==> src/design/bpcs_pkg.sv <==
/*
 * package for the base-r pcs signal-detect, loopback and test-pattern block:
 * register offsets, field positions, reset values, pattern modes and carrier structs.
 * assumes a 32-bit axi4-lite register bus and 66-bit pcs blocks (2-bit header, 64-bit data) on the line side.
 */
package bpcs_pkg;
    localparam logic [7:0] OFS_PCS_CONTROL = 8'h00;
    localparam logic [7:0] OFS_SIGDET_CONFIG = 8'h04;
    localparam logic [7:0] OFS_TEST_SETUP = 8'h08;
    localparam logic [7:0] OFS_SEED_A_UPPER = 8'h0C;
    localparam logic [7:0] OFS_SEED_A_LOWER = 8'h10;
    localparam logic [7:0] OFS_SEED_B_UPPER = 8'h14;
    localparam logic [7:0] OFS_SEED_B_LOWER = 8'h18;
    localparam logic [7:0] OFS_TX_PAT_UPPER = 8'h1C;
    localparam logic [7:0] OFS_TX_PAT_LOWER = 8'h20;
    localparam logic [7:0] OFS_RX_PAT_UPPER = 8'h24;
    localparam logic [7:0] OFS_RX_PAT_LOWER = 8'h28;
    localparam logic [7:0] OFS_STATE_FLAGS = 8'h2C;
    localparam logic [7:0] OFS_ERR_COUNT = 8'h30;

    // pcs_control fields
    localparam int CTL_TX_TEST_BIT = 0;
    localparam int CTL_RX_TEST_BIT = 1;
    localparam int CTL_LOOPBACK_BIT = 2;
    localparam int CTL_SEED_B_BIT = 3;
    // sigdet_config fields
    localparam int SD_ENABLE_BIT = 0;
    localparam int SD_POLARITY_BIT = 1;
    localparam int SD_SOURCE_BIT = 2;
    // test_pattern_setup fields
    localparam int TST_TX_SEL_LSB = 0;
    localparam int TST_RX_SEL_LSB = 4;
    // pcs_state_flags fields
    localparam int STA_MATCH_BIT = 0;
    localparam int STA_SIGDET_BIT = 1;
    localparam int STA_RX_RUN_BIT = 2;

    localparam int SEED_UPPER_W = 26;
    localparam logic [31:0] CTL_RESET = 32'h0000_0000;
    localparam logic [31:0] SD_RESET = 32'h0000_0002;
    localparam logic [31:0] TST_RESET = 32'h0000_0000;
    localparam logic [31:0] SLV_OKAY_RD = 32'h0000_0000;
    localparam logic [1:0] RESP_OKAY = 2'b00;
    localparam logic [1:0] RESP_SLVERR = 2'b10;
    localparam logic [63:0] SQUARE_HI = 64'hFFFF_FFFF_0000_0000;

    typedef enum logic [1:0] {
        PAT_SQUARE,
        PAT_PSEUDO,
        PAT_PRBS31,
        PAT_USER
    } bpcs_pat_e;

    typedef struct packed {
        logic [1:0] hdr;
        logic [63:0] data;
    } bpcs_blk_s;
endpackage

==> src/design/bpcs_top.sv <==
/*
 * base-r pcs side logic: signal detect qualification, tx-to-rx loopback, test
 * pattern generator and checker, and an axi4-lite register slave.
 * assumes one 250 mhz clock for bus and pcs, synchronous inputs, and that the
 * downstream receive consumer may stall through rx_out_ready.
 */
// The AXI4-Lite interface to the registers and the register offsets are this design's own decisions.
`timescale 1ns/1ps
module bpcs_top
    import bpcs_pkg::*;
#(
    parameter int ERR_W = 32,
    parameter int WINDOW_BLKS = 128
) (
    input wire logic sys_clk,
    input wire logic rst_n,
    input wire logic [7:0] s_axi_awaddr,
    input wire logic s_axi_awvalid,
    output logic s_axi_awready,
    input wire logic [31:0] s_axi_wdata,
    input wire logic [3:0] s_axi_wstrb,
    input wire logic s_axi_wvalid,
    output logic s_axi_wready,
    output logic [1:0] s_axi_bresp,
    output logic s_axi_bvalid,
    input wire logic s_axi_bready,
    input wire logic [7:0] s_axi_araddr,
    input wire logic s_axi_arvalid,
    output logic s_axi_arready,
    output logic [31:0] s_axi_rdata,
    output logic [1:0] s_axi_rresp,
    output logic s_axi_rvalid,
    input wire logic s_axi_rready,
    input wire bpcs_blk_s tx_in,
    output bpcs_blk_s tx_out,
    input wire bpcs_blk_s rx_in,
    input wire logic serdes_sigdet,
    input wire logic gpio_sigdet,
    output bpcs_blk_s rx_out,
    output logic rx_out_valid,
    input wire logic rx_out_ready,
    output logic rx_restart
);
    initial begin
        if (ERR_W < 1 || ERR_W > 32 || WINDOW_BLKS < 2 || WINDOW_BLKS > 256) begin
            $error("bpcs_top: unsupported parameter");
        end
    end

    logic [31:0] ctl_ff, sd_ff, tst_ff;
    logic [31:0] seed_a_hi_ff, seed_a_lo_ff, seed_b_hi_ff, seed_b_lo_ff;
    logic [31:0] txp_hi_ff, txp_lo_ff, rxp_hi_ff, rxp_lo_ff;
    logic [ERR_W-1:0] err_cnt_ff;
    logic match_ff;

    // axi write side
    logic aw_held_ff, w_held_ff;
    logic [7:0] awaddr_ff;
    logic [31:0] wdata_ff;
    logic [3:0] wstrb_ff;
    logic bvalid_ff;
    logic [1:0] bresp_ff;
    logic wr_go;
    logic err_clr;

    assign s_axi_awready = !aw_held_ff && !bvalid_ff;
    assign s_axi_wready = !w_held_ff && !bvalid_ff;
    assign wr_go = aw_held_ff && w_held_ff && !bvalid_ff;
    assign s_axi_bvalid = bvalid_ff;
    assign s_axi_bresp = bresp_ff;

    function automatic logic addr_known(input logic [7:0] a);
        if (a[1:0] != 2'b00) begin
            return 1'b0;
        end else if (a > OFS_ERR_COUNT) begin
            return 1'b0;
        end else begin
            return 1'b1;
        end
    endfunction

    function automatic logic [31:0] merge(input logic [31:0] old, input logic [31:0] d, input logic [3:0] s);
        logic [31:0] r;
        r = old;
        for (int i = 0; i < 4; i++) begin
            if (s[i]) begin
                r[i*8 +: 8] = d[i*8 +: 8];
            end
        end
        return r;
    endfunction

    always_ff @(posedge sys_clk or negedge rst_n) begin
        if (!rst_n) begin
            aw_held_ff <= 1'b0;
            w_held_ff <= 1'b0;
            awaddr_ff <= 8'h00;
            wdata_ff <= 32'h0000_0000;
            wstrb_ff <= 4'h0;
        end else if (wr_go) begin
            aw_held_ff <= 1'b0;
            w_held_ff <= 1'b0;
        end else begin
            if (s_axi_awvalid && s_axi_awready) begin
                aw_held_ff <= 1'b1;
                awaddr_ff <= s_axi_awaddr;
            end
            if (s_axi_wvalid && s_axi_wready) begin
                w_held_ff <= 1'b1;
                wdata_ff <= s_axi_wdata;
                wstrb_ff <= s_axi_wstrb;
            end
        end
    end

    always_ff @(posedge sys_clk or negedge rst_n) begin
        if (!rst_n) begin
            bvalid_ff <= 1'b0;
            bresp_ff <= RESP_OKAY;
        end else if (wr_go) begin
            bvalid_ff <= 1'b1;
            bresp_ff <= (addr_known(awaddr_ff) && awaddr_ff != OFS_STATE_FLAGS) ? RESP_OKAY : RESP_SLVERR;
        end else if (s_axi_bready) begin
            bvalid_ff <= 1'b0;
        end
    end

    always_ff @(posedge sys_clk or negedge rst_n) begin
        if (!rst_n) begin
            ctl_ff <= CTL_RESET;
            sd_ff <= SD_RESET;
            tst_ff <= TST_RESET;
            seed_a_hi_ff <= 32'h0000_0000;
            seed_a_lo_ff <= 32'h0000_0000;
            seed_b_hi_ff <= 32'h0000_0000;
            seed_b_lo_ff <= 32'h0000_0000;
            txp_hi_ff <= 32'h0000_0000;
            txp_lo_ff <= 32'h0000_0000;
            rxp_hi_ff <= 32'h0000_0000;
            rxp_lo_ff <= 32'h0000_0000;
        end else if (wr_go) begin
            if (awaddr_ff == OFS_PCS_CONTROL) begin
                ctl_ff <= merge(ctl_ff, wdata_ff, wstrb_ff) & 32'h0000_000F;
            end else if (awaddr_ff == OFS_SIGDET_CONFIG) begin
                sd_ff <= merge(sd_ff, wdata_ff, wstrb_ff) & 32'h0000_0007;
            end else if (awaddr_ff == OFS_TEST_SETUP) begin
                tst_ff <= merge(tst_ff, wdata_ff, wstrb_ff) & 32'h0000_0033;
            end else if (awaddr_ff == OFS_SEED_A_UPPER) begin
                seed_a_hi_ff <= merge(seed_a_hi_ff, wdata_ff, wstrb_ff) & 32'h03FF_FFFF;
            end else if (awaddr_ff == OFS_SEED_A_LOWER) begin
                seed_a_lo_ff <= merge(seed_a_lo_ff, wdata_ff, wstrb_ff);
            end else if (awaddr_ff == OFS_SEED_B_UPPER) begin
                seed_b_hi_ff <= merge(seed_b_hi_ff, wdata_ff, wstrb_ff) & 32'h03FF_FFFF;
            end else if (awaddr_ff == OFS_SEED_B_LOWER) begin
                seed_b_lo_ff <= merge(seed_b_lo_ff, wdata_ff, wstrb_ff);
            end else if (awaddr_ff == OFS_TX_PAT_UPPER) begin
                txp_hi_ff <= merge(txp_hi_ff, wdata_ff, wstrb_ff);
            end else if (awaddr_ff == OFS_TX_PAT_LOWER) begin
                txp_lo_ff <= merge(txp_lo_ff, wdata_ff, wstrb_ff);
            end else if (awaddr_ff == OFS_RX_PAT_UPPER) begin
                rxp_hi_ff <= merge(rxp_hi_ff, wdata_ff, wstrb_ff);
            end else if (awaddr_ff == OFS_RX_PAT_LOWER) begin
                rxp_lo_ff <= merge(rxp_lo_ff, wdata_ff, wstrb_ff);
            end
        end
    end

    assign err_clr = wr_go && awaddr_ff == OFS_ERR_COUNT && wstrb_ff != 4'h0 && wdata_ff == 32'h0000_0000;

    // axi read side
    logic rvalid_ff;
    logic [31:0] rdata_ff;
    logic [1:0] rresp_ff;
    logic [31:0] rd_mux;
    assign s_axi_arready = !rvalid_ff;
    assign s_axi_rvalid = rvalid_ff;
    assign s_axi_rdata = rdata_ff;
    assign s_axi_rresp = rresp_ff;

    logic sd_active;
    logic rx_run;

    always_comb begin
        rd_mux = SLV_OKAY_RD;
        if (s_axi_araddr == OFS_PCS_CONTROL) begin
            rd_mux = ctl_ff;
        end else if (s_axi_araddr == OFS_SIGDET_CONFIG) begin
            rd_mux = sd_ff;
        end else if (s_axi_araddr == OFS_TEST_SETUP) begin
            rd_mux = tst_ff;
        end else if (s_axi_araddr == OFS_SEED_A_UPPER) begin
            rd_mux = seed_a_hi_ff;
        end else if (s_axi_araddr == OFS_SEED_A_LOWER) begin
            rd_mux = seed_a_lo_ff;
        end else if (s_axi_araddr == OFS_SEED_B_UPPER) begin
            rd_mux = seed_b_hi_ff;
        end else if (s_axi_araddr == OFS_SEED_B_LOWER) begin
            rd_mux = seed_b_lo_ff;
        end else if (s_axi_araddr == OFS_TX_PAT_UPPER) begin
            rd_mux = txp_hi_ff;
        end else if (s_axi_araddr == OFS_TX_PAT_LOWER) begin
            rd_mux = txp_lo_ff;
        end else if (s_axi_araddr == OFS_RX_PAT_UPPER) begin
            rd_mux = rxp_hi_ff;
        end else if (s_axi_araddr == OFS_RX_PAT_LOWER) begin
            rd_mux = rxp_lo_ff;
        end else if (s_axi_araddr == OFS_STATE_FLAGS) begin
            rd_mux[STA_MATCH_BIT] = match_ff;
            rd_mux[STA_SIGDET_BIT] = sd_active;
            rd_mux[STA_RX_RUN_BIT] = rx_run;
        end else if (s_axi_araddr == OFS_ERR_COUNT) begin
            rd_mux = 32'(err_cnt_ff);
        end
    end

    always_ff @(posedge sys_clk or negedge rst_n) begin
        if (!rst_n) begin
            rvalid_ff <= 1'b0;
            rdata_ff <= 32'h0000_0000;
            rresp_ff <= RESP_OKAY;
        end else if (s_axi_arvalid && s_axi_arready) begin
            rvalid_ff <= 1'b1;
            rdata_ff <= rd_mux;
            rresp_ff <= addr_known(s_axi_araddr) ? RESP_OKAY : RESP_SLVERR;
        end else if (s_axi_rready) begin
            rvalid_ff <= 1'b0;
        end
    end

    // signal detect and receive state machine
    logic sd_raw;
    assign sd_raw = sd_ff[SD_SOURCE_BIT] ? gpio_sigdet : serdes_sigdet;
    assign sd_active = (sd_raw == sd_ff[SD_POLARITY_BIT]);

    typedef enum logic [1:0] {RX_RESTART, RX_RUNNING} bpcs_rx_e;
    bpcs_rx_e rx_state_ff;
    logic sig_lost;
    assign sig_lost = sd_ff[SD_ENABLE_BIT] && !sd_active;

    always_ff @(posedge sys_clk or negedge rst_n) begin
        if (!rst_n) begin
            rx_state_ff <= RX_RESTART;
        end else begin
            case (rx_state_ff)
                RX_RESTART: begin
                    if (!sig_lost) begin
                        rx_state_ff <= RX_RUNNING;
                    end
                end
                default: begin
                    if (sig_lost) begin
                        rx_state_ff <= RX_RESTART;
                    end
                end
            endcase
        end
    end
    assign rx_run = (rx_state_ff == RX_RUNNING);
    assign rx_restart = !rx_run;

    // pattern source: prbs31 state in bits 30:0 of each block, scrambler x58 for pseudo-random
    function automatic logic [30:0] prbs31_step(input logic [30:0] s);
        logic [30:0] r;
        r = s;
        for (int i = 0; i < 64; i++) begin
            r = {r[29:0], r[30] ^ r[27]};
        end
        return r;
    endfunction

    function automatic logic [121:0] scram(input logic [57:0] st, input logic [63:0] d);
        logic [57:0] s;
        logic [63:0] o;
        s = st;
        o = 64'h0;
        for (int i = 0; i < 64; i++) begin
            o[i] = d[i] ^ s[38] ^ s[57];
            s = {s[56:0], o[i]};
        end
        return {s, o};
    endfunction

    logic [63:0] tx_pat, rx_pat;
    logic [57:0] seed_sel;
    assign tx_pat = {txp_hi_ff, txp_lo_ff};
    assign rx_pat = {rxp_hi_ff, rxp_lo_ff};
    assign seed_sel = ctl_ff[CTL_SEED_B_BIT] ? {seed_b_hi_ff[SEED_UPPER_W-1:0], seed_b_lo_ff}
                                             : {seed_a_hi_ff[SEED_UPPER_W-1:0], seed_a_lo_ff};

    logic [1:0] tx_sel, rx_sel;
    assign tx_sel = tst_ff[TST_TX_SEL_LSB +: 2];
    assign rx_sel = tst_ff[TST_RX_SEL_LSB +: 2];

    logic [57:0] tx_scr_ff;
    logic [30:0] tx_prbs_ff;
    logic [7:0] tx_win_ff;
    bpcs_blk_s gen_blk;
    logic [121:0] tx_scr_nxt;
    assign tx_scr_nxt = scram(tx_scr_ff, tx_pat);

    always_comb begin
        gen_blk.hdr = 2'b01;
        if (tx_sel == PAT_SQUARE) begin
            gen_blk.data = SQUARE_HI;
        end else if (tx_sel == PAT_PRBS31) begin
            gen_blk.data = {33'h0, tx_prbs_ff};
        end else begin
            gen_blk.data = tx_scr_nxt[63:0];
        end
    end

    always_ff @(posedge sys_clk or negedge rst_n) begin
        if (!rst_n) begin
            tx_scr_ff <= 58'h0;
            tx_prbs_ff <= 31'h7FFF_FFFF;
            tx_win_ff <= 8'h00;
        end else if (!ctl_ff[CTL_TX_TEST_BIT]) begin
            tx_scr_ff <= seed_sel;
            tx_win_ff <= 8'h00;
        end else begin
            tx_prbs_ff <= prbs31_step(tx_prbs_ff);
            tx_win_ff <= (32'(tx_win_ff) == WINDOW_BLKS - 1) ? 8'h00 : tx_win_ff + 8'h01;
            if (32'(tx_win_ff) == WINDOW_BLKS - 1 && tx_sel == PAT_PSEUDO) begin
                tx_scr_ff <= seed_sel;
            end else begin
                tx_scr_ff <= tx_scr_nxt[121:64];
            end
        end
    end

    always_ff @(posedge sys_clk or negedge rst_n) begin
        if (!rst_n) begin
            tx_out <= '0;
        end else begin
            tx_out <= ctl_ff[CTL_TX_TEST_BIT] ? gen_blk : tx_in;
        end
    end

    // receive source and checker
    bpcs_blk_s rx_src;
    assign rx_src = ctl_ff[CTL_LOOPBACK_BIT] ? tx_out : rx_in;

    logic [57:0] rx_scr_ff;
    logic [30:0] rx_prbs_ff;
    logic [63:0] exp_data;
    logic [121:0] rx_scr_nxt;
    logic chk_on, mis;
    assign chk_on = ctl_ff[CTL_RX_TEST_BIT] && rx_run;
    assign rx_scr_nxt = scram(rx_scr_ff, rx_pat);

    always_comb begin
        if (rx_sel == PAT_SQUARE) begin
            exp_data = SQUARE_HI;
        end else if (rx_sel == PAT_PRBS31) begin
            exp_data = {33'h0, rx_prbs_ff};
        end else begin
            exp_data = rx_pat ^ rx_scr_nxt[63:0] ^ rx_pat;
        end
    end
    assign mis = (rx_sel == PAT_PRBS31) ? (rx_src.data[30:0] != rx_prbs_ff) : (rx_src.data != exp_data);

    // self-synchronising: the checker follows the received bits
    always_ff @(posedge sys_clk or negedge rst_n) begin
        if (!rst_n) begin
            rx_scr_ff <= 58'h0;
            rx_prbs_ff <= 31'h7FFF_FFFF;
        end else if (chk_on) begin
            rx_scr_ff <= {<<{rx_src.data[63:6]}};
            rx_prbs_ff <= prbs31_step(rx_src.data[30:0]);
        end
    end

    always_ff @(posedge sys_clk or negedge rst_n) begin
        if (!rst_n) begin
            match_ff <= 1'b0;
        end else begin
            match_ff <= chk_on && !mis;
        end
    end

    always_ff @(posedge sys_clk or negedge rst_n) begin
        if (!rst_n) begin
            err_cnt_ff <= '0;
        end else if (chk_on && mis && !(&err_cnt_ff)) begin
            err_cnt_ff <= err_cnt_ff + 1'b1;
        end else if (err_clr && !(chk_on && mis)) begin
            err_cnt_ff <= '0;
        end
    end

    // two-entry skid buffer toward the receive consumer
    bpcs_blk_s buf_ff [2];
    logic [1:0] buf_cnt_ff;
    logic push, pop;
    assign push = rx_run && !ctl_ff[CTL_RX_TEST_BIT] && buf_cnt_ff != 2'd2;
    assign pop = rx_out_valid && rx_out_ready;
    assign rx_out_valid = (buf_cnt_ff != 2'd0);
    assign rx_out = buf_ff[0];

    always_ff @(posedge sys_clk or negedge rst_n) begin
        if (!rst_n) begin
            buf_cnt_ff <= 2'd0;
            buf_ff[0] <= '0;
            buf_ff[1] <= '0;
        end else if (!rx_run) begin
            buf_cnt_ff <= 2'd0;
        end else begin
            if (pop) begin
                buf_ff[0] <= buf_ff[1];
            end
            if (push) begin
                if (buf_cnt_ff == 2'd0 || (buf_cnt_ff == 2'd1 && pop)) begin
                    buf_ff[0] <= rx_src;
                end else begin
                    buf_ff[1] <= rx_src;
                end
            end
            buf_cnt_ff <= buf_cnt_ff + {1'b0, push} - {1'b0, pop};
        end
    end
endmodule

==> config.mk <==
export PLATFORM = sky130hd
export DESIGN_NAME = bpcs_top
export DESIGN_NICKNAME = d
export VERILOG_FILES = /design/src/design/bpcs_pkg.sv /design/src/design/bpcs_top.sv
export SDC_FILE = /design/constraint.sdc
export NUM_CORES = 2
export LEC_CHECK = 0
export BUFFER_PORTS_ARGS = -buffer_cell sky130_fd_sc_hd__buf_2
export CORE_MARGIN = 4
export CORE_UTILIZATION = 40
export CTS_CLUSTER_DIAMETER = 40
export DETAILED_ROUTE_END_ITERATION = 12
export SLEW_MARGIN = 20
export SYNTH_ARGS = -nofsm -noshare
export SYNTH_HDL_FRONTEND = slang
export SYNTH_SLANG_ARGS = --single-unit
==> constraint.sdc <==
create_clock -name sys_clk -period 6.9 [get_ports sys_clk]
set_clock_uncertainty 0.05 [all_clocks]
set_input_delay 0.69 -clock sys_clk [delete_from_list [all_inputs] [get_ports sys_clk]]
set_output_delay 0.69 -clock sys_clk [all_outputs]
set_load 0.05 [all_outputs]
## After elaboration in Yosys (flattened, before gate mapping)

Cells that the tools add are included.

| word-level totals | value |
|---|---|
| register bits after elaboration | 760 |
| logic and storage cells | 642 |
| bits of input ports | 194 |
| output and inout bits | 175 |

| operators by class | value |
|---|---|
| muxes and demuxes | 53 |
| reduce and logical (&&, ||, !) cells | 90 |
| magnitude comparators | 2 |
| bitwise logic cells | 398 |
| equal/unequal tests | 35 |
| add/subtract/negate cells | 4 |

Operators by type and width:

| cell | count |
|---|---|
| 32-bit two-way mux | 14 |
| 1-bit bitwise XOR | 384 |
| 66-bit two-way mux | 5 |
| 64-bit two-way mux | 4 |
| 58-bit two-way mux | 3 |
| 132-bit two-way mux | 1 |
| 64-bit bitwise XOR | 2 |
| 8-bit by 6-bit equality test with 1-bit output, second input constant | 9 |
| 8-bit by 5-bit equality test with 1-bit output, second input constant | 8 |
| 64-bit != test | 1 |
| 13-bit AND reduction | 4 |
| 12-bit AND reduction | 4 |
| 11-bit AND reduction | 4 |
| 10-bit AND reduction | 4 |
| 9-bit AND reduction | 4 |
| 32-bit by 1-bit adder with 32-bit output, second input constant | 1 |
| 8-bit by 4-bit equality test with 1-bit output, second input constant | 4 |
| 32-bit logical NOT | 1 |
| 32-bit AND reduction | 1 |
| 8-bit AND reduction | 4 |
| 31-bit != test | 1 |
| 29-bit two-way mux | 1 |
| 7-bit AND reduction | 4 |
| 6-bit AND reduction | 4 |
| other kinds (27) | 110 |

## Depth between registers and ports, before layout

| logic depth | value |
|---|---|
| depth after elaboration | 15 |
| mapped depth | 15 |
| depth with buffers taken out | 11 |

## Worst setup path after synthesis

OpenSTA, ideal clock, no wires.

| path | value |
|---|---|
| kind | input -> register |
| start | input rx_in[63] (netlist bit) |
| end | register err_cnt_ff[23] |
| arrival | 3455 ps |
| slack | 3271 ps |
| library setup time | 124 ps |
| required time | 6726 ps |
| cell stages on the path | 12 |
| buffers on the path | 2 |
| cells stage by stage | or4_1 mux4_2 nand2_1 o21ai_1 nor4_1 nand4_1 a2111oi_4 o31ai_2 and2_1 buf_2 buf_6 a211o_1 |

| on the way | value |
|---|---|
| longest elaborated chain between the ends | 7 |
| elaborated cells between the ends (all ways) | 9 |
| those cells by class | eq/ne: 1; mux: 3; reduce/logical: 5 |

Ends and longest elaborated chain:

| item | RTL line | source |
|---|---|---|
| from (decl) | bpcs_top.sv:36 | `input wire bpcs_blk_s rx_in,` |
| 66-bit two-way mux * | bpcs_top.sv:341 | `assign rx_src = ctl_ff[CTL_LOOPBACK_BIT] ? tx_out : rx_in;` |
| 64-bit != test * | bpcs_top.sv:360 | `assign mis = (rx_sel == PAT_PRBS31) ? (rx_src.data[30:0] != rx_prbs_ff) : (rx_src.data != exp_data);` |
| 1-bit two-way mux * | bpcs_top.sv:360 |  |
| 1-bit logical AND * | bpcs_top.sv:384, bpcs_top.sv:386 |  |
| 1-bit logical NOT | bpcs_top.sv:386 | `end else if (err_clr && !(chk_on && mis)) begin` |
| 1-bit logical AND | bpcs_top.sv:386 |  |
| 2-bit nonzero test (no line) | n/a |  |
| to (signal assigned) | bpcs_top.sv:385 | `err_cnt_ff <= err_cnt_ff + 1'b1;` |
| to (decl) | bpcs_top.sv:53 | `logic [ERR_W-1:0] err_cnt_ff;` |

Mark *: on every way between the ends. The rest lies on a longest branch, timed or not.
A chain may end at the register's enable or synchronous reset.

## Worst setup path in the final report

| path | value |
|---|---|
| start | register ctl_ff[2] |
| end | register err_cnt_ff[7] |

| on the way | value |
|---|---|
| longest elaborated chain between the ends | 7 |
| elaborated cells between the ends (all ways) | 10 |
| those cells by class | eq/ne: 2; mux: 3; reduce/logical: 5 |

Ends and longest elaborated chain:

| item | RTL line | source |
|---|---|---|
| from (decl) | bpcs_top.sv:50 | `logic [31:0] ctl_ff, sd_ff, tst_ff;` |
| from (signal assigned) | bpcs_top.sv:143 | `ctl_ff <= merge(ctl_ff, wdata_ff, wstrb_ff) & 32'h0000_000F;` |
| 66-bit two-way mux * | bpcs_top.sv:341 |  |
| 64-bit != test or 31-bit != test (tied branches) | bpcs_top.sv:360 |  |
| 1-bit two-way mux * | bpcs_top.sv:360 |  |
| 1-bit logical AND * | bpcs_top.sv:384, bpcs_top.sv:386 |  |
| 1-bit logical NOT | bpcs_top.sv:386 |  |
| 1-bit logical AND | bpcs_top.sv:386 |  |
| 2-bit nonzero test (no line) | n/a |  |

Marks and branches as above.

==> summary.txt <==
Outcome
  – Status: finished, violations left
  – Violated checks: negative hold slack

Clock tree
  – Clock slew at reported path FFs: 50 ps
  – Root buffer cell: clkbuf_16
  – TritonCTS Buffers: roughly 130
  – PostCTS Resize Cnt: 0
  – Hold-fix buffers, CTS: 0
  – CTS tree: built
  – H-tree depth: 4
  – Worst-skew pair later-pin latency: 740 ps
  – Max clock buf depth: 3
  – Post-CTS Setup Bufs: 0
  – Num Clock Sinks: 757

Placement
  – Dpl hpwl: 112 mm
  – Gpl congestion: 0.990
  – I/O Buffers: 366
  – Placed insts: 5,003

Synth
  – Synthesized instance count: 3,608
  – Post-synthesis average cell area: 10.6 µm²
  – Cell with the most instances after synthesis: dfrtp_1
  – Post-synthesis instance area: about 38,000 µm²
  – Post-synth EDFFs: 0
  – Synth area leader: dfrtp_1
  – Synth warn: 0
  – Seq/Total Area, Yosys: 0.498
  – Number of distinct library cells after synthesis: between 70 and 80
  – Async S/R FF share, synth: 1.00
  – Yosys top cell area share: 0.454
  – Synth Register Bits: roughly 760
  – Most area-consuming cells after synthesis: dfrtp_1 45%, mux2_2 9.1%, xnor2_1 6.6%
  – Ys flop type: dfrtp_1
  – Post-synth top cells: 694 x dfrtp_1, 323 x nand2_1, 318 x a21oi_1

Pwr
  – P per Cell Area: 477 nW/µm²
  – Total power: 21.7 mW
  – Leak: 20.4 nW
  – Worst vdd ir: 0.311 mV

STA
  – Final Hold Viols: 4
  – Min cycle time layout: roughly 5300 ps
  – Final Max Slew Viols: 0
  – F_max: roughly 0.19 GHz
  – RSZ-0062 raised after global routing: no
  – Setup_tns: 0 ps
  – Final setup violation count: 0
  – Worst hold slack: -9.59 ps
  – Crit share post-route: 0.765
  – Slew margin rel.: 0.165
  – Slew @ Worst Pin: 1250 ps

Routing
  – WL final: 150 mm
  – Starting DRT DRC Count: 3,614
  – Residual DRC: 0
  – Antenna-violating nets left: 0
  – DR vias/cell: between 5 and 6
  – Vias: 30,500
  – WL/cell: 28.6 µm
  – Detailed-router iteration count before antenna repair: 5

Global routing
  – Largest net degree at the start of global routing: roughly 170
  – All-Layer GR Usage: 0.295
  – Number of global-route vias before repair: slightly below 30,000
  – First-pass GRT wire length: around 210 mm
  – Initial antenna violation count: 10
  – Global route total overflow: 0

Die
  – Rows: roughly 110
  – Core area: 94,900 µm²
  – Die ar.: 101,000 µm²
  – DIE WIDTH: around 320 µm
  – Starting Density: 0.403
  – Die height: about 320 µm
  – Number of top-level pins: 369

Cells and area
  – Finished Layout Cells: 5,247
  – Layout cells sized above 1: 0.274
  – Final core occ: 0.481
  – Area grow syn2layout: 19.2%
  – Final nets: a little over 4,000

Critical path
  – CP Data Required Time: around 7500 ps
  – Critical Path, Cell by Cell: buf_12 -> mux2i_2 -> xnor2_1 -> nor4_1 -> nand4_1 -> nor4_1 -> a311o_1 -> or2_1 -> buf_4 -> and2_1 -> a221o_1
  – Slowest stage cell on the critical path: dfrtp_4
  – Worst Setup End Kind: flip-flop
  – CP Max Fanout: 45
  – Most used cell, CP: nor4_1
  – Critical Path AT: about 6000 ps
  – CP Class: reg2reg
  – Critical Path Max Stage Delay: 990 ps
  – Crit start category: flip-flop

Hold path
  – HP Class: in2async

Run
  – Max_cap viols: 0
## cell type report
class | instances | area (µm²)
flip-flops and latches | 757 | 19000
clock inverters | 78 | 1070
repair buffers | 428 | 2390
fillers | 8890 | 49300
clock buffers | 164 | 3650
well taps | 1265 | 1580
multi-input cells | 2534 | 17800
diodes | 1 | 2.50
inverters | 20 | 75.1
## registers in the layout, indices dropped and copies added, names as in the netlist, 31 cells and up
register and cells:
tx_out 66, tx_scr_ff 58, rx_out 66, rxp_hi_ff 32, seed_b_lo_ff 32, txp_lo_ff 32, s_axi_rdata 32, rx_prbs_ff 31
rxp_lo_ff 32, tx_prbs_ff 31, rx_scr_ff 58, buf_ff 66, txp_hi_ff 32, err_cnt_ff 32, seed_a_lo_ff 32, wdata_ff 32
## worst paths after layout
check | slack (ps) | cells after the start | to | from
max | 1620 | 11 | err_cnt_ff[7] | ctl_ff[2]
min | -10 | 1 | rx_out[5] | rst_n
max reg2reg | 1620 | 11 | err_cnt_ff[7] | ctl_ff[2]
min reg2reg | 420 | 2 | rx_out[5] | rx_out[5]
max in group asynchronous | 5230 | 2 | tx_out[52] | rst_n
min in group sys_clk | 100 | 2 | s_axi_rvalid | s_axi_rready
## kinds of logic after synthesis
group,count (synthesis),synth area share
compound gates,834,0.127
xor+xnor,395,0.105
fa+ha+maj,5,0.00157
buf+inv,318,0.0398
flops,757,0.498
mux,442,0.131
other cells,1,0.0000981
simple gates,856,0.0984
## cells in the final DEF (no fill, tap or decap), types with 11 or more instances in the layout
cell type,instances
inv_6,13
a22oi_1,88
a21o_1,13
clkbuf_8,18
nand2_1,320
nand4_1,22
mux2i_2,22
dfstp_2,63
clkinvlp_4,16
nor2_1,290
xor2_1,68
a211o_1,11
mux2i_1,100
a222oi_1,16
buf_4,55
xnor3_1,36
xnor2_1,287
clkinv_2,17
o21ai_0,287
nor3_1,26
a221oi_1,14
clkbuf_1,12
nand2b_1,11
o22ai_1,18
nor4_1,27
inv_1,18
nor2b_1,11
nand3b_1,21
bufinv_16,20
clkbuf_16,134
and3_1,26
mux2_2,310
nand3_1,50
a31oi_1,11
buf_2,365
a21oi_1,318
dfrtp_1,690
## per-stage QoR
stage	setup slack, ps	instance area, µm²	hold slack (ps)
after floorplan	3270	38200	344
after global placement	1740	40800	410
after detailed placement	1630	40800	415
after CTS	1590	45600	23.9
after global routing	1370	45600	75.6
final	1620	45600	-9.59
## worst max-delay path, delay by kind of cell (launching register included)
family                    cells  cell delay, ps
AOI/OAI and AO/OA             2             510
xor gates and xnor gates      1             150
DFF                           1             990
muxes                         1             550
buffers and inverters         2             720
and+or+nand+nor               5            2170
## where the power goes
part           switching, mW  internal, mW
sequential              1.77          5.82
combinational           4.54          2.63
clock                   2.44          4.53
total                   8.75          13.0
## routing by layer
layer / part of all wire / wire (µm) / up-vias / GRT usage
li1: - / - / 13200 / -
met1: 0.42 / 63000 / 15400 / 0.414
met2: 0.44 / 66300 / 1539 / 0.442
met3: 0.087 / 13100 / 313 / 0.0548
met4: 0.050 / 7530 / 4 / 0.139
met5: 0.00019 / 29 / - / 0
Note: power is estimated with default switching activity, not from simulation.
